**src/rtl/rtb_pkg.sv**
```systemverilog
package rtb_pkg;

  // Register port widths
  localparam int ADDR_W = 6;
  localparam int DATA_W = 16;

  // Register offsets on the configuration port
  localparam logic [5:0] OFF_STATE = 6'h2c;
  localparam logic [5:0] OFF_ADC   = 6'h2d;
  localparam logic [5:0] OFF_DAC   = 6'h2e;
  localparam logic [5:0] OFF_TOP   = 6'h2f;
  localparam logic [5:0] OFF_SPARE = 6'h30;
  localparam logic [5:0] OFF_TXQ   = 6'h3e;
  localparam logic [5:0] OFF_RXQ   = 6'h3f;

  // Field positions
  localparam int ADC_OFF_BIT = 15;
  localparam int BIST_BIT    = 7;
  localparam int BATT_BIT    = 6;
  localparam int VC_BIT      = 5;
  localparam int PD_BIT      = 4;

  // Values after reset
  localparam logic        ADC_OFF_RST = 1'b0;
  localparam logic [14:0] DAC_RST     = 15'h0000;
  localparam logic [7:0]  TOP_RST     = 8'h10;
  localparam logic [15:0] SPARE_RST   = 16'h0000;

  // Transmit converter sources
  typedef enum logic [2:0] {
    RTB_SRC_MOD   = 3'h0,
    RTB_SRC_OVR   = 3'h1,
    RTB_SRC_ADCHI = 3'h2,
    RTB_SRC_FILT  = 3'h3,
    RTB_SRC_NOISE = 3'h4,
    RTB_SRC_ADCLO = 3'h5,
    RTB_SRC_RSSI  = 3'h6,
    RTB_SRC_HS    = 3'h7
  } rtb_src_t;

  // Analog test routing
  localparam logic [3:0] MODE_VC = 4'h7;
  localparam int         ROUTE_N = 9;

  // Byte queues and read answer
  localparam int QUEUE_AW   = 7;
  localparam int READ_LAT   = 2;

endpackage

```
**src/rtl/rtb_queue_if.sv**
```systemverilog
`timescale 1ns/1ps
interface rtb_queue_if;
  logic       push;
  logic [7:0] push_data;
  logic       pop;
  logic [7:0] pop_data;
  logic       pop_valid;
  logic       full;
  logic       empty;

  // Storage side and the side that fills and drains it
  modport store (input push, push_data, pop, output pop_data, pop_valid, full, empty);
  modport user  (output push, push_data, pop, input pop_data, pop_valid, full, empty);
endinterface

```
**src/rtl/rtb_byte_queue.sv**
```systemverilog
`timescale 1ns/1ps
module rtb_byte_queue (
  input wire logic   core_clk,
  input wire logic   reset_n,
  rtb_queue_if.store q
);

  logic [7:0]                    mem [2**rtb_pkg::QUEUE_AW];
  logic [rtb_pkg::QUEUE_AW:0]    wr_q;
  logic [rtb_pkg::QUEUE_AW:0]    rd_q;
  logic                          do_push;
  logic                          do_pop;

  // Extra pointer bit tells full from empty
  assign q.empty = (wr_q == rd_q);
  assign q.full  = (wr_q[rtb_pkg::QUEUE_AW] != rd_q[rtb_pkg::QUEUE_AW])
                && (wr_q[rtb_pkg::QUEUE_AW-1:0] == rd_q[rtb_pkg::QUEUE_AW-1:0]);
  assign do_push = q.push && !q.full;
  assign do_pop  = q.pop && !q.empty;

  // Byte store; no reset so it maps onto RAM
  always_ff @(posedge core_clk) begin
    if (do_push) begin
      mem[wr_q[rtb_pkg::QUEUE_AW-1:0]] <= q.push_data;
    end
  end

  // Pointers
  always_ff @(posedge core_clk or negedge reset_n) begin
    if (!reset_n) begin
      wr_q <= '0;
      rd_q <= '0;
    end else begin
      if (do_push) begin
        wr_q <= wr_q + 1'b1;
      end
      if (do_pop) begin
        rd_q <= rd_q + 1'b1;
      end
    end
  end

  // Registered read; a pop on empty gives no valid
  always_ff @(posedge core_clk or negedge reset_n) begin
    if (!reset_n) begin
      q.pop_data  <= 8'h00;
      q.pop_valid <= 1'b0;
    end else begin
      q.pop_valid <= do_pop;
      if (do_pop) begin
        q.pop_data <= mem[rd_q[rtb_pkg::QUEUE_AW-1:0]];
      end
    end
  end

endmodule

```
**src/rtl/rtb_test_regs.sv**
```systemverilog
`timescale 1ns/1ps
// Overview of operation
// State register shows the live 6-bit frame control state code.
// ADC clock gate bit 15 set stops the ADC clock despite enable.
// ADC test register reads live I sample at 14:8, Q at 6:0.
// Three-bit source field picks one of eight transmit converter inputs.
// Override source drives I from bits 11:6, Q from 5:0; reset zero.
// Software also needs manual power override and analog mode 4 for tests.
// Bit 7 runs memory self-test, result routed to the selected pin.
// Bit 6 enables battery monitor test output; resets to zero.
// Analog test power-down bit 4 resets to one; zero powers up.
// Four-bit mode field routes the powered analog test module.
// In mode 7 only, bit 5 picks VC node output or drive.
// Spare register is 16-bit read/write, resets zero, no function.
// Software writes zero to all reserved bits.
// Transmit byte port is write-only; contents readable only via RAM.
// Host keeps crystal oscillator running before transmit port writes.
// Receive byte port reads and writes only while oscillator runs.
// Transmit write appends a byte; receive read pops the oldest byte.
module rtb_test_regs (
  input  wire logic        core_clk,
  input  wire logic        reset_n,
  input  wire logic [5:0]  reg_addr,
  input  wire logic [15:0] reg_wdata,
  input  wire logic        reg_wr,
  input  wire logic        reg_rd,
  output logic      [15:0] reg_rdata,
  output logic             reg_rvalid,
  input  wire logic        xosc_running,
  input  wire logic [5:0]  present_state_code,
  input  wire logic        adc_enable,
  input  wire logic [6:0]  adc_i,
  input  wire logic [6:0]  adc_q,
  output logic             adc_clk_en,
  input  wire logic [11:0] mod_iq,
  input  wire logic [11:0] filt_iq,
  input  wire logic [11:0] noise_iq,
  input  wire logic [5:0]  rssi_mag,
  input  wire logic [11:0] hs_test_iq,
  output logic      [5:0]  dac_i,
  output logic      [5:0]  dac_q,
  input  wire logic        self_test_result,
  output logic             memory_self_test_run,
  output logic             self_test_pin,
  output logic             battery_test_output_en,
  output logic             analog_test_powerdown,
  output logic      [3:0]  analog_test_routing,
  output logic      [8:0]  analog_route_en,
  output logic             vco_node_drive_select,
  input  wire logic        tx_pop,
  output logic      [7:0]  tx_byte,
  output logic             tx_byte_valid,
  output logic             tx_empty,
  input  wire logic        rx_push,
  input  wire logic [7:0]  rx_byte,
  output logic             rx_full
);

  ////////////////////////////////////////////////////////////////////////////
  // Control registers

  logic        adc_off_q;
  logic [14:0] dac_ctl_q;
  logic [7:0]  top_ctl_q;
  logic [15:0] spare_q;
  logic        rd_pend_q;
  logic [5:0]  rd_addr_q;
  logic        rd_osc_q;
  logic [15:0] rdata_d;
  logic [3:0]  mode_eff;

  rtb_queue_if txq ();
  rtb_queue_if rxq ();

  // Address match, used by every write and read path
  function automatic logic hit(input logic [5:0] a, input logic [5:0] off);
    hit = (a == off);
  endfunction

  // Writes; reserved bits are simply not stored
  always_ff @(posedge core_clk or negedge reset_n) begin
    if (!reset_n) begin
      adc_off_q <= rtb_pkg::ADC_OFF_RST;
      dac_ctl_q <= rtb_pkg::DAC_RST;
      top_ctl_q <= rtb_pkg::TOP_RST;
      spare_q   <= rtb_pkg::SPARE_RST;
    end else if (reg_wr) begin
      if (hit(reg_addr, rtb_pkg::OFF_ADC)) begin
        adc_off_q <= reg_wdata[rtb_pkg::ADC_OFF_BIT];
      end else if (hit(reg_addr, rtb_pkg::OFF_DAC)) begin
        dac_ctl_q <= reg_wdata[14:0];
      end else if (hit(reg_addr, rtb_pkg::OFF_TOP)) begin
        top_ctl_q <= reg_wdata[7:0];
      end else if (hit(reg_addr, rtb_pkg::OFF_SPARE)) begin
        spare_q <= reg_wdata;
      end
    end
  end

  ////////////////////////////////////////////////////////////////////////////
  // Byte queues

  // Host writes need the oscillator; demodulator pushes win over host writes
  assign txq.push      = reg_wr && hit(reg_addr, rtb_pkg::OFF_TXQ) && xosc_running;
  assign txq.push_data = reg_wdata[7:0];
  assign txq.pop       = tx_pop;
  assign rxq.push      = rx_push
                      || (reg_wr && hit(reg_addr, rtb_pkg::OFF_RXQ) && xosc_running);
  assign rxq.push_data = rx_push ? rx_byte : reg_wdata[7:0];
  assign rxq.pop       = reg_rd && hit(reg_addr, rtb_pkg::OFF_RXQ) && xosc_running;

  rtb_byte_queue u_txq (
    .core_clk (core_clk),
    .reset_n  (reset_n),
    .q        (txq)
  );

  rtb_byte_queue u_rxq (
    .core_clk (core_clk),
    .reset_n  (reset_n),
    .q        (rxq)
  );

  // Modulator side gets the popped byte one cycle after its pop
  assign tx_byte       = txq.pop_data;
  assign tx_byte_valid = txq.pop_valid;

  // Queue flags, registered so the top outputs stay flop-driven
  always_ff @(posedge core_clk or negedge reset_n) begin
    if (!reset_n) begin
      tx_empty <= 1'b1;
      rx_full  <= 1'b0;
    end else begin
      tx_empty <= txq.empty;
      rx_full  <= rxq.full;
    end
  end

  ////////////////////////////////////////////////////////////////////////////
  // Read path

  // Reads answer two cycles later so a popped receive byte is ready in time
  always_ff @(posedge core_clk or negedge reset_n) begin
    if (!reset_n) begin
      rd_pend_q <= 1'b0;
      rd_addr_q <= 6'h00;
      rd_osc_q  <= 1'b0;
    end else begin
      rd_pend_q <= reg_rd;
      rd_addr_q <= reg_addr;
      rd_osc_q  <= xosc_running;
    end
  end

  // Read data; reserved and unmapped bits read as zero
  always_comb begin
    rdata_d = 16'h0000;
    if (hit(rd_addr_q, rtb_pkg::OFF_STATE)) begin
      rdata_d = {10'h000, present_state_code};
    end else if (hit(rd_addr_q, rtb_pkg::OFF_ADC)) begin
      rdata_d = {adc_off_q, adc_i, 1'b0, adc_q};
    end else if (hit(rd_addr_q, rtb_pkg::OFF_DAC)) begin
      rdata_d = {1'b0, dac_ctl_q};
    end else if (hit(rd_addr_q, rtb_pkg::OFF_TOP)) begin
      rdata_d = {8'h00, top_ctl_q};
    end else if (hit(rd_addr_q, rtb_pkg::OFF_SPARE)) begin
      rdata_d = spare_q;
    end else if (hit(rd_addr_q, rtb_pkg::OFF_RXQ) && rd_osc_q && rxq.pop_valid) begin
      rdata_d = {8'h00, rxq.pop_data};
    end
  end

  // Answer register; the transmit port reads as zero
  always_ff @(posedge core_clk or negedge reset_n) begin
    if (!reset_n) begin
      reg_rdata  <= 16'h0000;
      reg_rvalid <= 1'b0;
    end else begin
      reg_rvalid <= rd_pend_q;
      if (rd_pend_q) begin
        reg_rdata <= rdata_d;
      end
    end
  end

  ////////////////////////////////////////////////////////////////////////////
  // Converter control

  // ADC clock follows enable unless gated off
  always_ff @(posedge core_clk or negedge reset_n) begin
    if (!reset_n) begin
      adc_clk_en <= 1'b0;
    end else begin
      adc_clk_en <= adc_enable && !adc_off_q;
    end
  end

  // Source select; the ADC taps split the 7-bit samples into high or low six
  always_ff @(posedge core_clk or negedge reset_n) begin
    if (!reset_n) begin
      dac_i <= 6'h00;
      dac_q <= 6'h00;
    end else begin
      case (rtb_pkg::rtb_src_t'(dac_ctl_q[14:12]))
        rtb_pkg::RTB_SRC_MOD:   {dac_i, dac_q} <= mod_iq;
        rtb_pkg::RTB_SRC_OVR:   {dac_i, dac_q} <= dac_ctl_q[11:0];
        rtb_pkg::RTB_SRC_ADCHI: {dac_i, dac_q} <= {adc_i[6:1], adc_q[6:1]};
        rtb_pkg::RTB_SRC_FILT:  {dac_i, dac_q} <= filt_iq;
        rtb_pkg::RTB_SRC_NOISE: {dac_i, dac_q} <= noise_iq;
        rtb_pkg::RTB_SRC_ADCLO: {dac_i, dac_q} <= {adc_i[5:0], adc_q[5:0]};
        rtb_pkg::RTB_SRC_RSSI:  {dac_i, dac_q} <= {rssi_mag, rssi_mag};
        default:                {dac_i, dac_q} <= hs_test_iq;
      endcase
    end
  end

  ////////////////////////////////////////////////////////////////////////////
  // Test outputs

  // Self-test, battery monitor and analog module controls
  always_ff @(posedge core_clk or negedge reset_n) begin
    if (!reset_n) begin
      memory_self_test_run   <= 1'b0;
      self_test_pin          <= 1'b0;
      battery_test_output_en <= 1'b0;
      analog_test_powerdown  <= 1'b1;
      analog_test_routing    <= 4'h0;
      vco_node_drive_select  <= 1'b0;
    end else begin
      memory_self_test_run   <= top_ctl_q[rtb_pkg::BIST_BIT];
      self_test_pin          <= top_ctl_q[rtb_pkg::BIST_BIT] && self_test_result;
      battery_test_output_en <= top_ctl_q[rtb_pkg::BATT_BIT];
      analog_test_powerdown  <= top_ctl_q[rtb_pkg::PD_BIT];
      analog_test_routing    <= top_ctl_q[3:0];
      vco_node_drive_select  <= !top_ctl_q[rtb_pkg::PD_BIT]
                             && (top_ctl_q[3:0] == rtb_pkg::MODE_VC)
                             && top_ctl_q[rtb_pkg::VC_BIT];
    end
  end

  // Powered-down module routes nothing; modes above 8 route nothing either
  assign mode_eff = top_ctl_q[3:0];

  genvar g;
  generate
    for (g = 0; g < rtb_pkg::ROUTE_N; g++) begin : g_route
      always_ff @(posedge core_clk or negedge reset_n) begin
        if (!reset_n) begin
          analog_route_en[g] <= 1'b0;
        end else begin
          analog_route_en[g] <= !top_ctl_q[rtb_pkg::PD_BIT]
                             && (mode_eff == 4'(g));
        end
      end
    end
  endgenerate
endmodule

```
**config.mk**
```make
export PLATFORM = sky130hd
export DESIGN_NAME = rtb_test_regs
export DESIGN_NICKNAME = d
export VERILOG_FILES = /design/src/rtl/rtb_pkg.sv /design/src/rtl/rtb_queue_if.sv /design/src/rtl/rtb_byte_queue.sv /design/src/rtl/rtb_test_regs.sv
export SDC_FILE = /design/constraint.sdc
export NUM_CORES = 2
export LEC_CHECK = 0
export BUFFER_PORTS_ARGS = -buffer_cell sky130_fd_sc_hd__buf_2
export CAP_MARGIN = 0
export CORE_UTILIZATION = 25
export DETAILED_ROUTE_END_ITERATION = 10
export GPL_TIMING_DRIVEN = 0
export SLEW_MARGIN = 20
export SYNTH_ARGS = -nofsm -noshare
export SYNTH_HDL_FRONTEND = slang
export SYNTH_SLANG_ARGS = --single-unit
```
**constraint.sdc**
```tcl
create_clock -name core_clk -period 3.1 [get_ports core_clk]
set_input_delay 0.155 -clock core_clk [delete_from_list [all_inputs] [get_ports core_clk]]
set_output_delay 0.155 -clock core_clk [all_outputs]
set_load 0.02 [all_outputs]
```
==> run metrics <==
post-synthesis adder-cell area fraction 0.05807%; Clock Latency Late Sink 0.87 ns; Tmin final approximately 3.2 ns; Clk pwr share about a third; Final Cycle Share 102.6%; first-pass GRT wire length 325800 um; gr ovfl total 0; initial antenna violation count 8; die footprint 347100 um^2; Die Wd 589.1 um; FFs w/ async S/R, synth just under 7%; Placed Cells 9244; Post-Syn Area around 86000 um^2; Mapped Nets about 4600; dominant synthesized flop cell edfxtp_1; Die Ht 589.1 um; slowest CP cell clkbuf_4; measured slew at the worst slew-check pin 1.187 ns; pre-CTS setup slack -1.249 ns; largest family of logic cells by synthesized area multiplexers; H-tree depth 4; Final #Nets 5146; Comb power frac 22.1%; Post-Synth XOR/XNOR Area 0.4472%; Worst-path clk slew around 0.070 ns; Critical Path AT 3.66 ns; max cap viols 0; PD cells 731.6 nW/um^2; first-pass iteration count of the detailed router 6; Avg Inst Size Synth approximately 19 um^2; via count roughly 46000; commonest non-fill, non-tap cell in the layout edfxtp_1; Finished Cell Area 104000 um^2; WS Path Type reg -> reg; FMAX 314.4 MHz; Max transition margin about a fifth; I/O pin count 172; Reg area 65210 um^2; complex-gate fraction of the synthesized area under 10%; Worst setup EP type flop; vias in the first global route 46130; multi-input logic area 21810 um^2; Final HPWL DP 149500 um; violated checks negative setup slack; min-delay worst type in -> reg; CP peak stage delay 0.50 ns; DR WL/cell ~23 um; Final Setup Violations 71; maximum clock insertion buffer count 4; Inserted Clock Buffers between 200 and 250; worst vdd ir approximately 0.0005 V; synth unique cells 65; Area Growth Syn to Fin 20.66%; Int Pwr 54170 uW; Post-synth EDFFs 2048; commonest non-fill, non-tap cells in the layout edfxtp_1 (2048), mux4_2 (392), mux2i_1 (322); GPL Wtd Cong approximately 0.91; switching share of total power 28.79%; Final Hold Vio Count 0; leakage 0.03234 uW; switching pwr 21900 uW; post-synthesis sequential area ratio 75.66%; share of layout cells above drive strength 1 around 29%; port bufs 170; Initial DRC Count 4990; Min Hold Slack 0.05511 ns; Cell Area, Placed 93400 um^2; CORE AREA 343000 um^2; TritonCTS clock tree built; Final ANT Viol Nets 0; fin util 30.32%; Final Slew Violations 0; Synth Area in Simple Gates approximately 3.7%; Synth Warn # 0; RSZ-0062 raised after global routing yes; worst-path cell chain buf_2 > xor2_1 > nor4_2 > a311oi_4 > nand4b_4 > clkbuf_4 > nor2_2; Worst Skew 0.04753 ns; Cell Count, Final, Fillers Out 9761; Crit path required time 3.58 ns; Vias/cell 4.666; largest net degree at the start of global routing 125; drt total wl around 230000 um; Worst Path Max Fanout 10; #FFs+latches synth 2196; Num Clock Sinks 2196; setup ws final -0.08094 ns; Root Driver clkbuf_16; Fill cells roughly 33000; status finished, violations left; startpoint types flop; DRC Markers 0; cell count after synthesis 4500; FP Rows 215; initial core utilization 25.13%; mux cell area share after synthesis 14.83%; Flop pwr share 43.9%; Tot GR Track Use 12.65%
-- logic make-up (layout without fill, tap and decap cells) --
family / Yosys count / count (layout)
AO/OA/AOI/OAI: 489 / 489
adder cells (fa/ha/maj): 4 / 4
XOR/XNOR: 44 / 44
multiplexers: 779 / 779
flip-flops: 2196 / 2196
AND/OR/NAND/NOR: 702 / 702
buffers and inverters: 286 / 984
other: 0 / 6
-- routing by layer --
layer / vias to the layer above / track usage, % / routed length, um
met3: 404 / 2.283 / 15710
met2: 1749 / 21.22 / 111600
met4: 4 / 4.035 / 7033
met5: - / 0 / 27
met1: 24010 / 16.56 / 92740
li1: 19390 / - / -
-- critical path: cells and delay by family (launching register included) --
kind	cells	cell delay, ns
DFF	1	0.36
xor gates and xnor gates	1	0.21
and+or+nand+nor	3	0.98
buffers and inverters	2	0.78
AOI/OAI and AO/OA	1	0.45
-- Yosys cell counts, types with 3 or more instances --
| cell type | count | area, um^2 |
|---|---|---|
| nor3_1 | 59 | 295.3 |
| xnor2_1 | 19 | 166.4 |
| nand2_1 | 117 | 439.2 |
| a31oi_1 | 44 | 275.3 |
| nand3b_1 | 10 | 75.07 |
| dfrtp_1 | 145 | 3628 |
| a22oi_1 | 74 | 555.5 |
| or4_1 | 17 | 127.6 |
| mux2i_1 | 325 | 3253 |
| buf_1 | 28 | 105.1 |
| nand2b_1 | 17 | 106.4 |
| buf_6 | 4 | 45.04 |
| nor2_1 | 376 | 1411 |
| nand4_1 | 11 | 68.82 |
| mux2_2 | 62 | 698.2 |
| buf_4 | 39 | 292.8 |
| o41ai_1 | 16 | 140.1 |
| clkbuf_1 | 113 | 424.2 |
| or3b_2 | 4 | 35.03 |
| buf_2 | 85 | 425.4 |
| a21oi_1 | 94 | 470.5 |
| or2_2 | 8 | 50.05 |
| o22ai_1 | 186 | 1164 |
| a211oi_1 | 16 | 120.1 |
| mux4_2 | 392 | 8828 |
| o21a_1 | 9 | 67.56 |
| a222oi_1 | 3 | 30.03 |
| o221ai_1 | 9 | 78.83 |
| inv_1 | 16 | 60.06 |
| dfstp_2 | 3 | 78.83 |
| edfxtp_1 | 2048 | 61500 |
| ha_1 | 4 | 50.05 |
| nor3b_1 | 4 | 30.03 |
| o21ai_0 | 17 | 85.08 |
| nand3_1 | 10 | 50.05 |
| nand4b_1 | 3 | 26.28 |
| and3_1 | 6 | 37.54 |
| a221oi_1 | 3 | 26.28 |
| and2_1 | 9 | 56.30 |
| a221o_1 | 7 | 70.07 |
| or3_1 | 19 | 118.9 |
| xor2_1 | 25 | 219.0 |
| nor2b_1 | 17 | 106.4 |
-- flip-flops by register name, indices dropped and copies added (netlist names), 9 cells and up --
register and count:
dac_ctl_q 15, reg_rdata 16, u_rxq.mem 1024, analog_route_en 9, spare_q 16, u_txq.mem 1024
-- layout make-up --
class / count / share of cell area [%]
Sequential cell: 2196 / 62.71
Multi-Input combinational cell: 2018 / 20.98
Tap cell: 4557 / 5.483
Clock buffer: 264 / 5.359
Timing Repair Buffer: 319 / 2.751
Buffer: 267 / 1.460
Clock inverter: 118 / 1.186
Inverter: 16 / 0.05776
Antenna cell: 6 / 0.01444
-- worst paths after layout --
check	depth (start not counted)	startpoint	to	slack (ns)
max	7	u_txq.wr_q[0]	u_txq.mem[54][7]	-0.08
min	2	rx_byte[2]	u_rxq.mem[111][2]	0.06
max reg2reg	7	u_txq.wr_q[0]	u_txq.mem[54][7]	-0.08
min reg2reg	0	rd_pend_q	reg_rvalid	0.38
max in group asynchronous	4	reset_n	u_rxq.rd_q[2]	2.04
min in group asynchronous	3	reset_n	tx_empty	0.44
-- power by group through the flow --
| stage | Sequential [uW] | Clock (uW) | Combinational [uW] |
|---|---|---|---|
| 3_5_place_dp | 34000 | 0 | 15300 |
| 6_report | 33400 | 25900 | 16800 |
| 2_1_floorplan | 34100 | 0 | 9390 |
| 3_3_place_gp | 34100 | 0 | 15000 |
| 4_1_cts | 33400 | 26200 | 16500 |
| 5_1_grt | 33400 | 27300 | 17500 |
-- per-stage QoR --
stage	power [uW]	setup TNS [ns]
after floorplan	43480	0
after global placement	49080	-3275.16
after detailed placement	49320	-1399.10
after CTS	76060	-3.165
after global routing	78220	-21.02
final	76070	-1.983
-- repair_timing --
item / in CTS / in global routing
setup buffers: 21 / 12
pin swaps: 18 / 13
hold buffers: 99 / 0
setup endpoints to repair: 2050 / 1658
endpoints found under the hold margin: 705 / 0
gates resized for setup: 450 / 188
Power figures use the tool's default switching activity.
